[config.mk]
export PLATFORM = sky130hd
export DESIGN_NAME = modem_frame_address_filter
export DESIGN_NICKNAME = d
export VERILOG_FILES = /design/src/hw/modem_frame_address_filter.v
export VERILOG_INCLUDE_DIRS = /design/src /design/src/hw
export SDC_FILE = /design/constraint.sdc
export NUM_CORES = 1
export LEC_CHECK = 0
export ABC_AREA = 1
export BUFFER_PORTS_ARGS = -buffer_cell sky130_fd_sc_hd__buf_2
export CAP_MARGIN = 0
export CORE_MARGIN = 3
export CORE_UTILIZATION = 44
export CTS_BUF_LIST = sky130_fd_sc_hd__clkbuf_8 sky130_fd_sc_hd__clkbuf_16
export DETAILED_ROUTE_END_ITERATION = 8
export GPL_ROUTABILITY_DRIVEN = 0
export PLACE_DENSITY = 0.66
export SLEW_MARGIN = 30
export SYNTH_ARGS = -nofsm -noshare
export SYNTH_HDL_FRONTEND = slang
export SYNTH_SLANG_ARGS = --single-unit
[constraint.sdc]
create_clock -name clk -period 6.5 [get_ports clk]
set_clock_uncertainty 0.05 [all_clocks]
set_input_delay 0.65 -clock clk [delete_from_list [all_inputs] [get_ports clk]]
set_output_delay 0.65 -clock clk [all_outputs]
set_load 0.005 [all_outputs]
[src/hw/frame_filter_regs.vh]
// Constants for the modem frame address filter
`ifndef FRAME_FILTER_REGS_VH
`define FRAME_FILTER_REGS_VH
`define MAC_ADDR_W 48
`define HOST_ADDR_COUNT 2
`define MCAST_SLOT_COUNT 4
`define PATTERN_SLOT_COUNT 2
`define FRAME_CONTROL_TYPE_FIELD_MGMT 2'h3
`define ETH_TYPE_IPV4 16'h0800
`define ETH_TYPE_SNAP_MAX 16'h05dc
`define LLC_CTRL_TEST 8'he3
`define LLC_CTRL_TEST_P 8'hf3
`define LLC_CTRL_XID 8'haf
`define LLC_CTRL_XID_P 8'hbf
`define DIR_FIELD_FC 2'h0
`define FIELD_SEL_DST 2'h0
`define FIELD_SEL_SRC 2'h1
`define FIELD_SEL_MCAST 2'h2
`define FIELD_SEL_PATTERN 2'h3
`define WAKE_PULSE_CYCLES 8'h10
`endif

[src/hw/modem_frame_address_filter.v]
// Frame address filter between cable network, host and modem MAC
//
// Overview of operation
// Drop downstream management unicast unless destination equals modem management address.
// Refuse upstream management unicast unless source equals modem management address.
// Pass every host-offered broadcast frame upstream.
// Pass every host-offered multicast frame upstream.
// Never answer LLC TEST or XID; pass them unchanged to host.
// Hold one 48-bit modem management address.
// Hold extra 48-bit host station addresses, two or more in total.
// Deliver downstream frames addressed to host station or management address.
// Host station addresses load from storage and are writable at run time.
// Deliver all downstream broadcasts, whatever their source address.
// Host-programmed multicast filters block unwanted downstream groups.
// Host-programmed pattern filters assert a wake signal on a match; code also needs hostAsleep and a management or host station address hit.
// Remove downstream frames for neither management nor host station address.
// Decide chiefly from destination, source and frame control type.
// Protocol entries match Ethernet/SNAP type or LLC service access point; code matches one Ethernet type, all LLC/SNAP frames pass unchecked.
// Header protocol filtering left to host software beyond type match.
// Carry IPv4 transparently; accept both 802.3 and DIX framing.
// LLC class 1 type 1 with SNAP frames pass unaltered.
// Pattern match wake drives the power management event line.
// Each delivered frame tagged with management or host station match; broadcast and multicast frames get neither tag.
`timescale 1ns/100ps
`include "frame_filter_regs.vh"
module modem_frame_address_filter
(
	input wire clk,
	input wire resetn,
	// Nonvolatile storage image, stable from reset
	input wire [47:0] nvModemAddr,
	input wire [95:0] nvHostAddr,
	// Host configuration writes
	input wire cfgWrite,
	input wire [1:0] cfgSel,
	input wire [1:0] cfgIndex,
	input wire [47:0] cfgData,
	input wire [47:0] cfgMask,
	input wire cfgEnable,
	input wire mcastFilterOn,
	input wire [15:0] protoTypeAllow,
	input wire protoFilterOn,
	input wire hostAsleep,
	// Downstream header summary, one pulse per frame
	input wire dnValid,
	input wire [47:0] dnDst,
	input wire [47:0] dnSrc,
	input wire dnIsMgmt,
	input wire [1:0] dnFcType,
	input wire [15:0] dnTypeLen,
	input wire [7:0] dnLlcCtrl,
	input wire [47:0] dnPatternWord,
	// Upstream header summary, one pulse per frame
	input wire upValid,
	input wire [47:0] upSrc,
	input wire [47:0] upDst,
	input wire upIsMgmt,
	input wire [1:0] upFcType,
	// Decisions
	output reg dnDone,
	output reg dnForward,
	output reg dnMatchModem,
	output reg dnMatchHost,
	output reg upDone,
	output reg upForward,
	output reg wakeEventN
);
	reg [47:0] modemAddr_reg;
	reg [47:0] hostAddr_reg [0:1];
	reg [1:0] hostEn_reg;
	reg [47:0] mcastAddr_reg [0:3];
	reg [3:0] mcastEn_reg;
	reg [47:0] patData_reg [0:1];
	reg [47:0] patMask_reg [0:1];
	reg [1:0] patEn_reg;
	reg [1:0] loadState_reg;
	reg [1:0] loadState_next;
	wire loaded;
	reg [7:0] wakeCount_reg;
	wire [1:0] hostHit;
	wire [3:0] mcastHit;
	wire [1:0] patHit;
	wire dnBcast = &dnDst;
	wire dnMcast = dnDst[40] & ~dnBcast;
	wire dnModemHit = (dnDst == modemAddr_reg);
	wire dnMgmtType = dnIsMgmt && (dnFcType == `FRAME_CONTROL_TYPE_FIELD_MGMT);
	wire isLlc = (dnTypeLen <= `ETH_TYPE_SNAP_MAX);
	wire isTestXid = isLlc && ((dnLlcCtrl == `LLC_CTRL_TEST) || (dnLlcCtrl == `LLC_CTRL_TEST_P)
		|| (dnLlcCtrl == `LLC_CTRL_XID) || (dnLlcCtrl == `LLC_CTRL_XID_P));
	wire protoOk = !protoFilterOn || isLlc || (dnTypeLen == protoTypeAllow);
	genvar g;
	generate
		for (g = 0; g < 2; g = g + 1)
		begin : hostCmp
			assign hostHit[g] = hostEn_reg[g] && (dnDst == hostAddr_reg[g]);
			assign patHit[g] = patEn_reg[g] &&
				((dnPatternWord & patMask_reg[g]) == (patData_reg[g] & patMask_reg[g]));
		end
		for (g = 0; g < 4; g = g + 1)
		begin : mcastCmp
			assign mcastHit[g] = mcastEn_reg[g] && (dnDst == mcastAddr_reg[g]);
		end
	endgenerate
	reg dnForward_next;
	always @*
	begin
		dnForward_next = 1'b0;
		if (dnMgmtType && !dnBcast && !dnMcast)
			dnForward_next = dnModemHit;
		else if (dnBcast)
			dnForward_next = 1'b1;
		else if (dnMcast)
			dnForward_next = !mcastFilterOn || (|mcastHit);
		else
			dnForward_next = (dnModemHit || (|hostHit)) && (protoOk || isTestXid);
	end
	// Upstream management unicast check
	wire upMgmtUni = upIsMgmt && (upFcType == `FRAME_CONTROL_TYPE_FIELD_MGMT) && !upDst[40];
	wire upForward_next = !upMgmtUni || (upSrc == modemAddr_reg);
	// Requests are taken only once the stored addresses are loaded
	wire dnTake = dnValid && loaded;
	wire upTake = upValid && loaded;
	wire cfgTake = cfgWrite && loaded;
	wire wakeHit = dnTake && hostAsleep && (|patHit) && (dnModemHit || (|hostHit));
	// Slot selects for configuration writes
	wire [3:0] cfgSlotOh = 4'h1 << cfgIndex;
	wire [1:0] cfgPairOh = 2'h1 << cfgIndex[0];
	// Load sequencer: one cycle of load, then run
	localparam [1:0] ST_LOAD = 2'h1;
	localparam [1:0] ST_RUN = 2'h2;
	assign loaded = (loadState_reg == ST_RUN);
	always @*
	begin
		loadState_next = loadState_reg;
		case (loadState_reg)
			ST_LOAD:
			begin
				loadState_next = ST_RUN;
			end
			ST_RUN:
			begin
				loadState_next = ST_RUN;
			end
			default:
			begin
				loadState_next = ST_LOAD;
			end
		endcase
	end
	always @(posedge clk)
	begin
		if (!resetn)
		begin
			loadState_reg <= ST_LOAD;
		end
		else
		begin
			loadState_reg <= loadState_next;
		end
	end
	// Modem management address, not writable by the host
	always @(posedge clk)
	begin
		if (!resetn)
		begin
			modemAddr_reg <= 48'h000000000000;
		end
		else if (loadState_reg == ST_LOAD)
		begin
			modemAddr_reg <= nvModemAddr;
		end
	end
	generate
		// Host station address slots
		for (g = 0; g < `HOST_ADDR_COUNT; g = g + 1)
		begin : hostSlot
			always @(posedge clk)
			begin
				if (!resetn)
				begin
					hostAddr_reg[g] <= 48'h000000000000;
					hostEn_reg[g] <= 1'b0;
				end
				else if (loadState_reg == ST_LOAD)
				begin
					hostAddr_reg[g] <= nvHostAddr[g * 48 +: 48];
					hostEn_reg[g] <= 1'b1;
				end
				else if (cfgTake && (cfgSel == `FIELD_SEL_DST) && cfgPairOh[g])
				begin
					hostAddr_reg[g] <= cfgData;
					hostEn_reg[g] <= cfgEnable;
				end
			end
		end
		// Multicast group slots
		for (g = 0; g < `MCAST_SLOT_COUNT; g = g + 1)
		begin : mcastSlot
			always @(posedge clk)
			begin
				if (!resetn)
				begin
					mcastAddr_reg[g] <= 48'h000000000000;
					mcastEn_reg[g] <= 1'b0;
				end
				else if (cfgTake && (cfgSel == `FIELD_SEL_MCAST) && cfgSlotOh[g])
				begin
					mcastAddr_reg[g] <= cfgData;
					mcastEn_reg[g] <= cfgEnable;
				end
			end
		end
		// Wake pattern slots
		for (g = 0; g < `PATTERN_SLOT_COUNT; g = g + 1)
		begin : patSlot
			always @(posedge clk)
			begin
				if (!resetn)
				begin
					patData_reg[g] <= 48'h000000000000;
					patMask_reg[g] <= 48'h000000000000;
					patEn_reg[g] <= 1'b0;
				end
				else if (cfgTake && (cfgSel == `FIELD_SEL_PATTERN) && cfgPairOh[g])
				begin
					patData_reg[g] <= cfgData;
					patMask_reg[g] <= cfgMask;
					patEn_reg[g] <= cfgEnable;
				end
			end
		end
	endgenerate
	// Downstream decisions, one cycle after the summary is taken
	always @(posedge clk)
	begin
		if (!resetn)
		begin
			dnDone <= 1'b0;
			dnForward <= 1'b0;
			dnMatchModem <= 1'b0;
			dnMatchHost <= 1'b0;
		end
		else
		begin
			dnDone <= dnTake;
			dnForward <= dnTake && dnForward_next;
			dnMatchModem <= dnTake && dnForward_next && dnModemHit;
			dnMatchHost <= dnTake && dnForward_next && (|hostHit);
		end
	end
	// Upstream decisions
	always @(posedge clk)
	begin
		if (!resetn)
		begin
			upDone <= 1'b0;
			upForward <= 1'b0;
		end
		else
		begin
			upDone <= upTake;
			upForward <= upTake && upForward_next;
		end
	end
	// Wake pulse, restarted by every matching frame
	always @(posedge clk)
	begin
		if (!resetn)
		begin
			wakeCount_reg <= 8'h00;
			wakeEventN <= 1'b1;
		end
		else
		begin
			if (wakeHit)
			begin
				wakeCount_reg <= `WAKE_PULSE_CYCLES;
			end
			else if (wakeCount_reg != 8'h00)
			begin
				wakeCount_reg <= wakeCount_reg - 8'h01;
			end
			wakeEventN <= (wakeCount_reg == 8'h00);
		end
	end
endmodule

==> results.md, run 1 <==
* Area growth syn-to-layout at 17.80%
* Starting Density at 0.4486
* Hold path start: nvModemAddr[31]
* Slowest stage delay, CP at 690 ps
* Die Span X at 255.0 um
* Worst Setup Slack, final at 3507 ps
* DR iter-0 viols at 2770
* Mapped Cells at approximately 3000
* Flop2flop setup slack at 3510 ps
* Routed WL at between 100000 and 150000 um
* Final Util at 0.5285
* P_leak at 13.71 nW
* RR Endpoint: patData_reg[0][41]
* Row count at 90
* Hold Crit Endpoint: modemAddr_reg[31]
* Total track usage at 0.3026
* Slew HR at 0.3862
* Max reg flops at about 190
* First-pass GRT wire length at 140400 um
* DR pass1 iterations at 7
* Worst EP required at 6710 ps
* Post-cts resize count at 0
* Final setup viols at 0
* Clock sink total at between 500 and 600
* Initial antenna violation count at 18
* Deepest clock path buffer count at 3
* GR met1 Demand/Resource at 0.3740
* Synth Area per Inst at 9.124 sq um
* Congestion Overflow GR at 0
* Max Freq at around 330 MHz
* Cells along the critical path: inv_1, ha_1, nand2_1, nor2_1, nand2_1, nand2_4, buf_4
* CP max-delay cell: buf_4
* GR peak layer: met2
* Worst-Margin Slew at 917.3 ps
* Share of cells above drive strength 1 at 0.1868
* Max-slew violations at 0
* Grt met2 use at 0.4865
* Core ar. at 0.06081 sq mm
* RSZ-0062 raised after global routing: no
* Hold-fix buffers, CTS at 0
* Post-CTS Setup Bufs at 0
* Die Y at 255.0 um
* Power Density at approximately 320 mW/mm^2
* Via density at 5.521
* Clock input transition at the sequential cells of the worst setup and hold paths at roughly 60 ps
* Bufs and invs on worst path at 2
* IO Port Bufs at 442
* Max FO, Critical Path at 52
* CP startpoint kind: flip-flop
* Met3 usage at 0.06514
* Placed Cells at 4122
* Vias in the first global route at 21820
* YS warnings at 0
* Crit path top cell by count: nand2_1
* Pwr Total at 10.12 mW
* H-tree levels at 2
* Status: completed
* CP arrival at roughly 3200 ps
* Worst R2R Start: loadState_reg[0]
* Pre-CTS setup slack at 3043 ps
* Die area at 0.06502 sq mm
* Kind of critical path: reg -> reg
* Register area at 0.01588 sq mm
* Placed instance area at around 0.030 sq mm
* I/O pins at 546
* Syn_nets at 3532
* Final min period at about 3000 ps
* Seq/Total Area, Yosys at 0.5819
* Final Cycle Share at 0.4605
* Maxcap violations at 0
* Post-DP HPWL at 73230 um
* Drt wl/cell at around 24 um
* Worst hold path cell count at 3
* Most common cell after layout, fill and taps aside: nand2_1
* Worst Reg-to-Reg Cells at 7
* DRC at 0
* Maximum VDD drop at 0.1910 mV
* CTS Buf Count at 60
* CTS tree: yes
* Setup TNS Final at 0 ps
* Cell area after layout at roughly 0.032 sq mm
* Final Hold Vio Count at 0
* Count of cell types in the netlist at 37
* Largest net degree at the start of global routing at 87
* Worst min path class: in -> reg
* Final cell count without fillers at 4241
* DRT antenna net count at 0
* Seq cells post-synth at 553
* WHS at 159.2 ps
* Fin nets at 3945
* Vias at 23414
* Multi-input logic area at 0.009917 sq mm
* Mapped Area at 0.02728 sq mm
* # fillers at 5640
* Crit path max-delay family: simple AND/OR/NAND/NOR gates
* Most frequent cells in the layout: 608 x nand2_1, 604 x nor2_1, 480 x edfxtp_1
* Worst-Skew Late Latency at 630 ps
* Root buf cell: clkbuf_16
* Worst setup EP type: flip-flop
-- cell families after synthesis --
logic type | count (synthesis) | synth area share
AO/OA/AOI/OAI | 408 | 0.08123
XOR/XNOR | 192 | 0.06164
adder cells (fa/ha/maj) | 3 | 0.001376
buffers and inverters | 376 | 0.05687
flip-flops | 553 | 0.5819
AND/OR/NAND/NOR | 1458 | 0.2169
-- worst min-delay path, delay by kind of cell --
family                 cells  cell delay (ps)
AOI/OAI and AO/OA          1               50
buffers and inverters      1               70
and+or+nand+nor            1               40
-- metal layers --
metal / wire, um / up-vias
met5: 88 / -
met4: 7053 / 16
met3: 10850 / 337
met2: 45780 / 1351
met1: 37170 / 11006
li1: - / 10704
-- Yosys cell counts --
cell type | instances | area share
xor2_1 | 67 | 0.022
ha_1 | 3 | 0.0014
buf_4 | 20 | 0.0055
nor3_1 | 46 | 0.0084
nand2_2 | 4 | 0.00092
o22ai_1 | 27 | 0.0062
buf_1 | 3 | 0.00041
nand3b_1 | 6 | 0.0017
nand3_1 | 89 | 0.016
nor4_1 | 7 | 0.0016
clkbuf_8 | 1 | 0.00050
nand4_1 | 31 | 0.0071
a21oi_1 | 64 | 0.012
o21ai_0 | 269 | 0.049
clkbuf_2 | 2 | 0.00037
edfxtp_1 | 480 | 0.53
nor2_1 | 604 | 0.083
dfxtp_1 | 73 | 0.054
a21o_1 | 1 | 0.00028
o31ai_1 | 1 | 0.00028
a22o_1 | 32 | 0.010
a22oi_1 | 1 | 0.00028
inv_2 | 27 | 0.0037
buf_6 | 4 | 0.0017
clkbuf_1 | 62 | 0.0085
and3_1 | 1 | 0.00023
nor2_4 | 1 | 0.00041
nor2_2 | 2 | 0.00046
o21ai_1 | 8 | 0.0015
nor3b_1 | 1 | 0.00028
buf_2 | 18 | 0.0033
or2_2 | 52 | 0.012
inv_1 | 239 | 0.033
xnor2_1 | 125 | 0.040
nand2_1 | 614 | 0.084
a21boi_0 | 3 | 0.00083
a211oi_1 | 2 | 0.00055
-- worst max-delay path by stage --
stage / start / end / depth (start not counted)
floorplan: cfgWrite / mcastAddr_reg[0][0] / 4
global placement: resetn / hostAddr_reg[1][44] / 9
detailed placement: resetn / hostAddr_reg[1][5] / 9
CTS: loadState_reg[0] / patMask_reg[0][39] / 7
global route: loadState_reg[0] / patData_reg[0][39] / 7
finish: loadState_reg[0] / patData_reg[0][41] / 7
-- power by group --
group / switching (mW) / internal [mW]
Combinational: 1.20 / 0.649
Clock: 1.45 / 1.99
Sequential: 0.394 / 4.44
-- final cells by class --
type,count,area share
Sequential cell,553,0.4940
Multi-Input combinational cell,2061,0.3086
Timing Repair Buffer,461,0.07378
Clock buffer,65,0.04956
Inverter,266,0.03115
Tap cell,782,0.03045
Clock inverter,46,0.01195
Antenna cell,7,0.0005451
(Power assumes the default switching activity.)
==> inputs of run 2 (changes only) <==
- clock period: 6.5 -> 3 ns (I/O delays scaled with it)
==> run 2 against run 1 <==
Compared with the run above:
- clock-buffer cell count decreased by 2
- setup slack got worse by 3000 ps
- critical path depth grew 4
- register-to-register slack got worse by 3000 ps
- hold slack lost 140 ps
- sequential share of layout area down 3.0 points
- power is 120% higher
- combinational power grew 130%
- utilization is 3.5 points higher
- largest cell class unchanged
- highest routed layer unchanged
==> results.md, run 2 (synthesized netlist as in run 1, its figures left out) <==
* Status: completed (unchanged)
* Worst hold path cell count at 3 (unchanged)
* Most frequent cells in the layout: 608 x nand2_1, 604 x nor2_1, 480 x edfxtp_1 (unchanged)
* Met2 routed WL at 46490 um (was 45780 um)
* Vias in the first global route at 22983 (was 21820)
* Slowest stage delay, CP at 430 ps (was 690 ps)
* Clock power share at 0.332 (was 0.340)
* Fin nets at 4149 (was 3945)
* P_leak at 14.64 nW (was 13.71 nW)
* Largest net degree at the start of global routing at 98 (was 87)
* Pwr Total at 22.18 mW (was 10.12 mW)
* Routed met1 length at 36910 um (was 37170 um)
* Root buf cell: clkbuf_16 (unchanged)
* Total track usage at 0.3059 (was 0.3026)
* Internal Pwr Total at 15.42 mW (was 7.080 mW)
* DR iter-0 viols at 3068 (was 2770)
* Kind of critical path: reg -> reg (unchanged)
* CTS tree: yes (unchanged)
* WHS at 20.84 ps (was 159.2 ps)
* CTS Buf Count at 60 (unchanged)
* Final Cycle Share at 0.8231 (was 0.4605)
* Max-slew violations at 0 (unchanged)
* Cells along the critical path: xor2_1, nor2_1, nand2_1, nor2_1, nand2_1, nor2_1, nand2_1, nand3_1, nand3_1, nand2_2, a21oi_1 (was inv_1, ha_1, nand2_1, nor2_1, nand2_1, nand2_4, buf_4)
* Worst Reg-to-Reg Cells at 11 (was 7)
* Max FO, Critical Path at 5 (was 52)
* Final setup viols at 0 (unchanged)
* Row count at 90 (unchanged)
* Congestion Overflow GR at 0 (unchanged)
* Core ar. at 0.06081 sq mm (unchanged)
* Power Density at 647.8 mW/mm^2 (was 315.0 mW/mm^2)
* Die Span X at 255.0 um (unchanged)
* Post-DP HPWL at 73120 um (was 73230 um)
* WL met3 at 11810 um (was 10850 um)
* Worst EP required at 3460 ps (was 6710 ps)
* Final min period at 2469 ps (was 2993 ps)
* Worst-Margin Slew at 841.0 ps (was 917.3 ps)
* DR pass1 iterations at 6 (was 7)
* Starting Density at 0.4486 (unchanged)
* Placed instance area at 0.03042 sq mm (was 0.03012 sq mm)
* Cell area after layout at 0.03424 sq mm (was 0.03214 sq mm)
* Clock sink total at 553 (unchanged)
* Final cell count without fillers at 4450 (was 4241)
* Max reg flops at 192 (unchanged)
* RSZ-0062 raised after global routing: no (unchanged)
* Vias at 24375 (was 23414)
* I/O pins at 546 (unchanged)
* DRT antenna net count at 0 (unchanged)
* Max layer used: met5 (unchanged)
* Post-cts resize count at 0 (unchanged)
* Maxcap violations at 0 (unchanged)
* Die area at 0.06502 sq mm (unchanged)
* Die Y at 255.0 um (unchanged)
* Final Hold Vio Count at 0 (unchanged)
* IO Port Bufs at 442 (unchanged)
* Initial antenna violation count at 12 (was 18)
* H-tree levels at 2 (unchanged)
* Worst-Skew Late Latency at 640 ps (was 630 ps)
* First-pass GRT wire length at 143300 um (was 140400 um)
* Deepest clock path buffer count at 3 (unchanged)
* Most common cell after layout, fill and taps aside: nand2_1 (unchanged)
* Setup TNS Final at 0 ps (unchanged)
* Routed WL at 102400 um (was 101000 um)
* Share of cells above drive strength 1 at 0.1839 (was 0.1868)
* Sequential share of power at 0.472 (was 0.477)
* Switching part of the total at 0.3046 (was 0.3008)
* Via density at 5.478 (was 5.521)
* CP startpoint kind: flip-flop (unchanged)
* CP max-delay cell: nor2_1 (was buf_4)
* Slew HR at 0.4387 (was 0.3862)
* Final Util at 0.5630 (was 0.5285)
* Area growth syn-to-layout at 25.51% (was 17.80%)
* Worst min path class: in -> reg (unchanged)
* Clock input transition at the sequential cells of the worst setup and hold paths at 60 ps (about the same)
* Combinational fraction of design power at 0.196 (was 0.183)
* Pre-CTS setup slack at 480.8 ps (was 3043 ps)
* Worst setup EP type: flip-flop (unchanged)
* Placed Cells at 4142 (was 4122)
* Max Freq at 405.0 MHz (was 334.1 MHz)
* DRC at 0 (unchanged)
* Maximum VDD drop at 0.4773 mV (was 0.1910 mV)
* Psw at 6.755 mW (was 3.045 mW)
* Drt wl/cell at 23.01 um (was 23.80 um)
* Worst Setup Slack, final at 530.8 ps (was 3507 ps)
* CP arrival at 2930 ps (was 3200 ps)
-- run 2: area by class of cell --
type	count	area (sq um)
clock inverters	51	390.4
multi-input cells	2061	9917
well taps	782	978.4
inverters	266	1001
repair buffers	665	4499
diodes	9	22.52
flip-flops and latches	553	15880
clock buffers	63	1554
fillers	5367	26570
-- run 2: path summary, 6_finish.rpt --
| check | start | to | slack [ps] |
|---|---|---|---|
| max | hostAddr_reg[0][16] | wakeCount_reg[3] | 530 |
| min | nvHostAddr[49] | hostAddr_reg[1][1] | 20 |
| min reg2reg | wakeCount_reg[0] | wakeCount_reg[0] | 420 |
| max reg2reg | hostAddr_reg[0][16] | wakeCount_reg[3] | 530 |
-- run 2: power by group through the flow --
| stage | clock (mW) | sequential (mW) | combinational [mW] |
|---|---|---|---|
| after global routing | 7.71 | 10.5 | 4.73 |
| final | 7.37 | 10.5 | 4.34 |
| after detailed placement | 0 | 10.6 | 4.02 |
| after global placement | 0 | 10.6 | 3.97 |
| after floorplan | 0 | 10.2 | 2.52 |
| after CTS | 7.41 | 10.4 | 4.24 |
-- run 2: worst max-delay path: cells and delay by family (launching register included) --
kind	cells	cell delay [ps]
AND/OR/NAND/NOR	9	1700
flip-flops	1	390
XOR/XNOR	1	150
AO/OA/AOI/OAI	1	60
-- run 2: per-layer routing --
| metal | global-route usage | vias to the layer above |
|---|---|---|
| li1 | - | 11134 |
| met1 | 0.3738 | 11324 |
| met2 | 0.4932 | 1540 |
| met3 | 0.07093 | 367 |
| met4 | 0.1907 | 10 |
| met5 | 0 | - |
-- run 2: repair_timing --
action | 4_1_cts | 5_1_grt
hold buffers | 185 | 0
endpoints found under the hold margin | 234 | 0
setup buffers | 0 | 0
endpoints found under the setup margin | 0 | 0
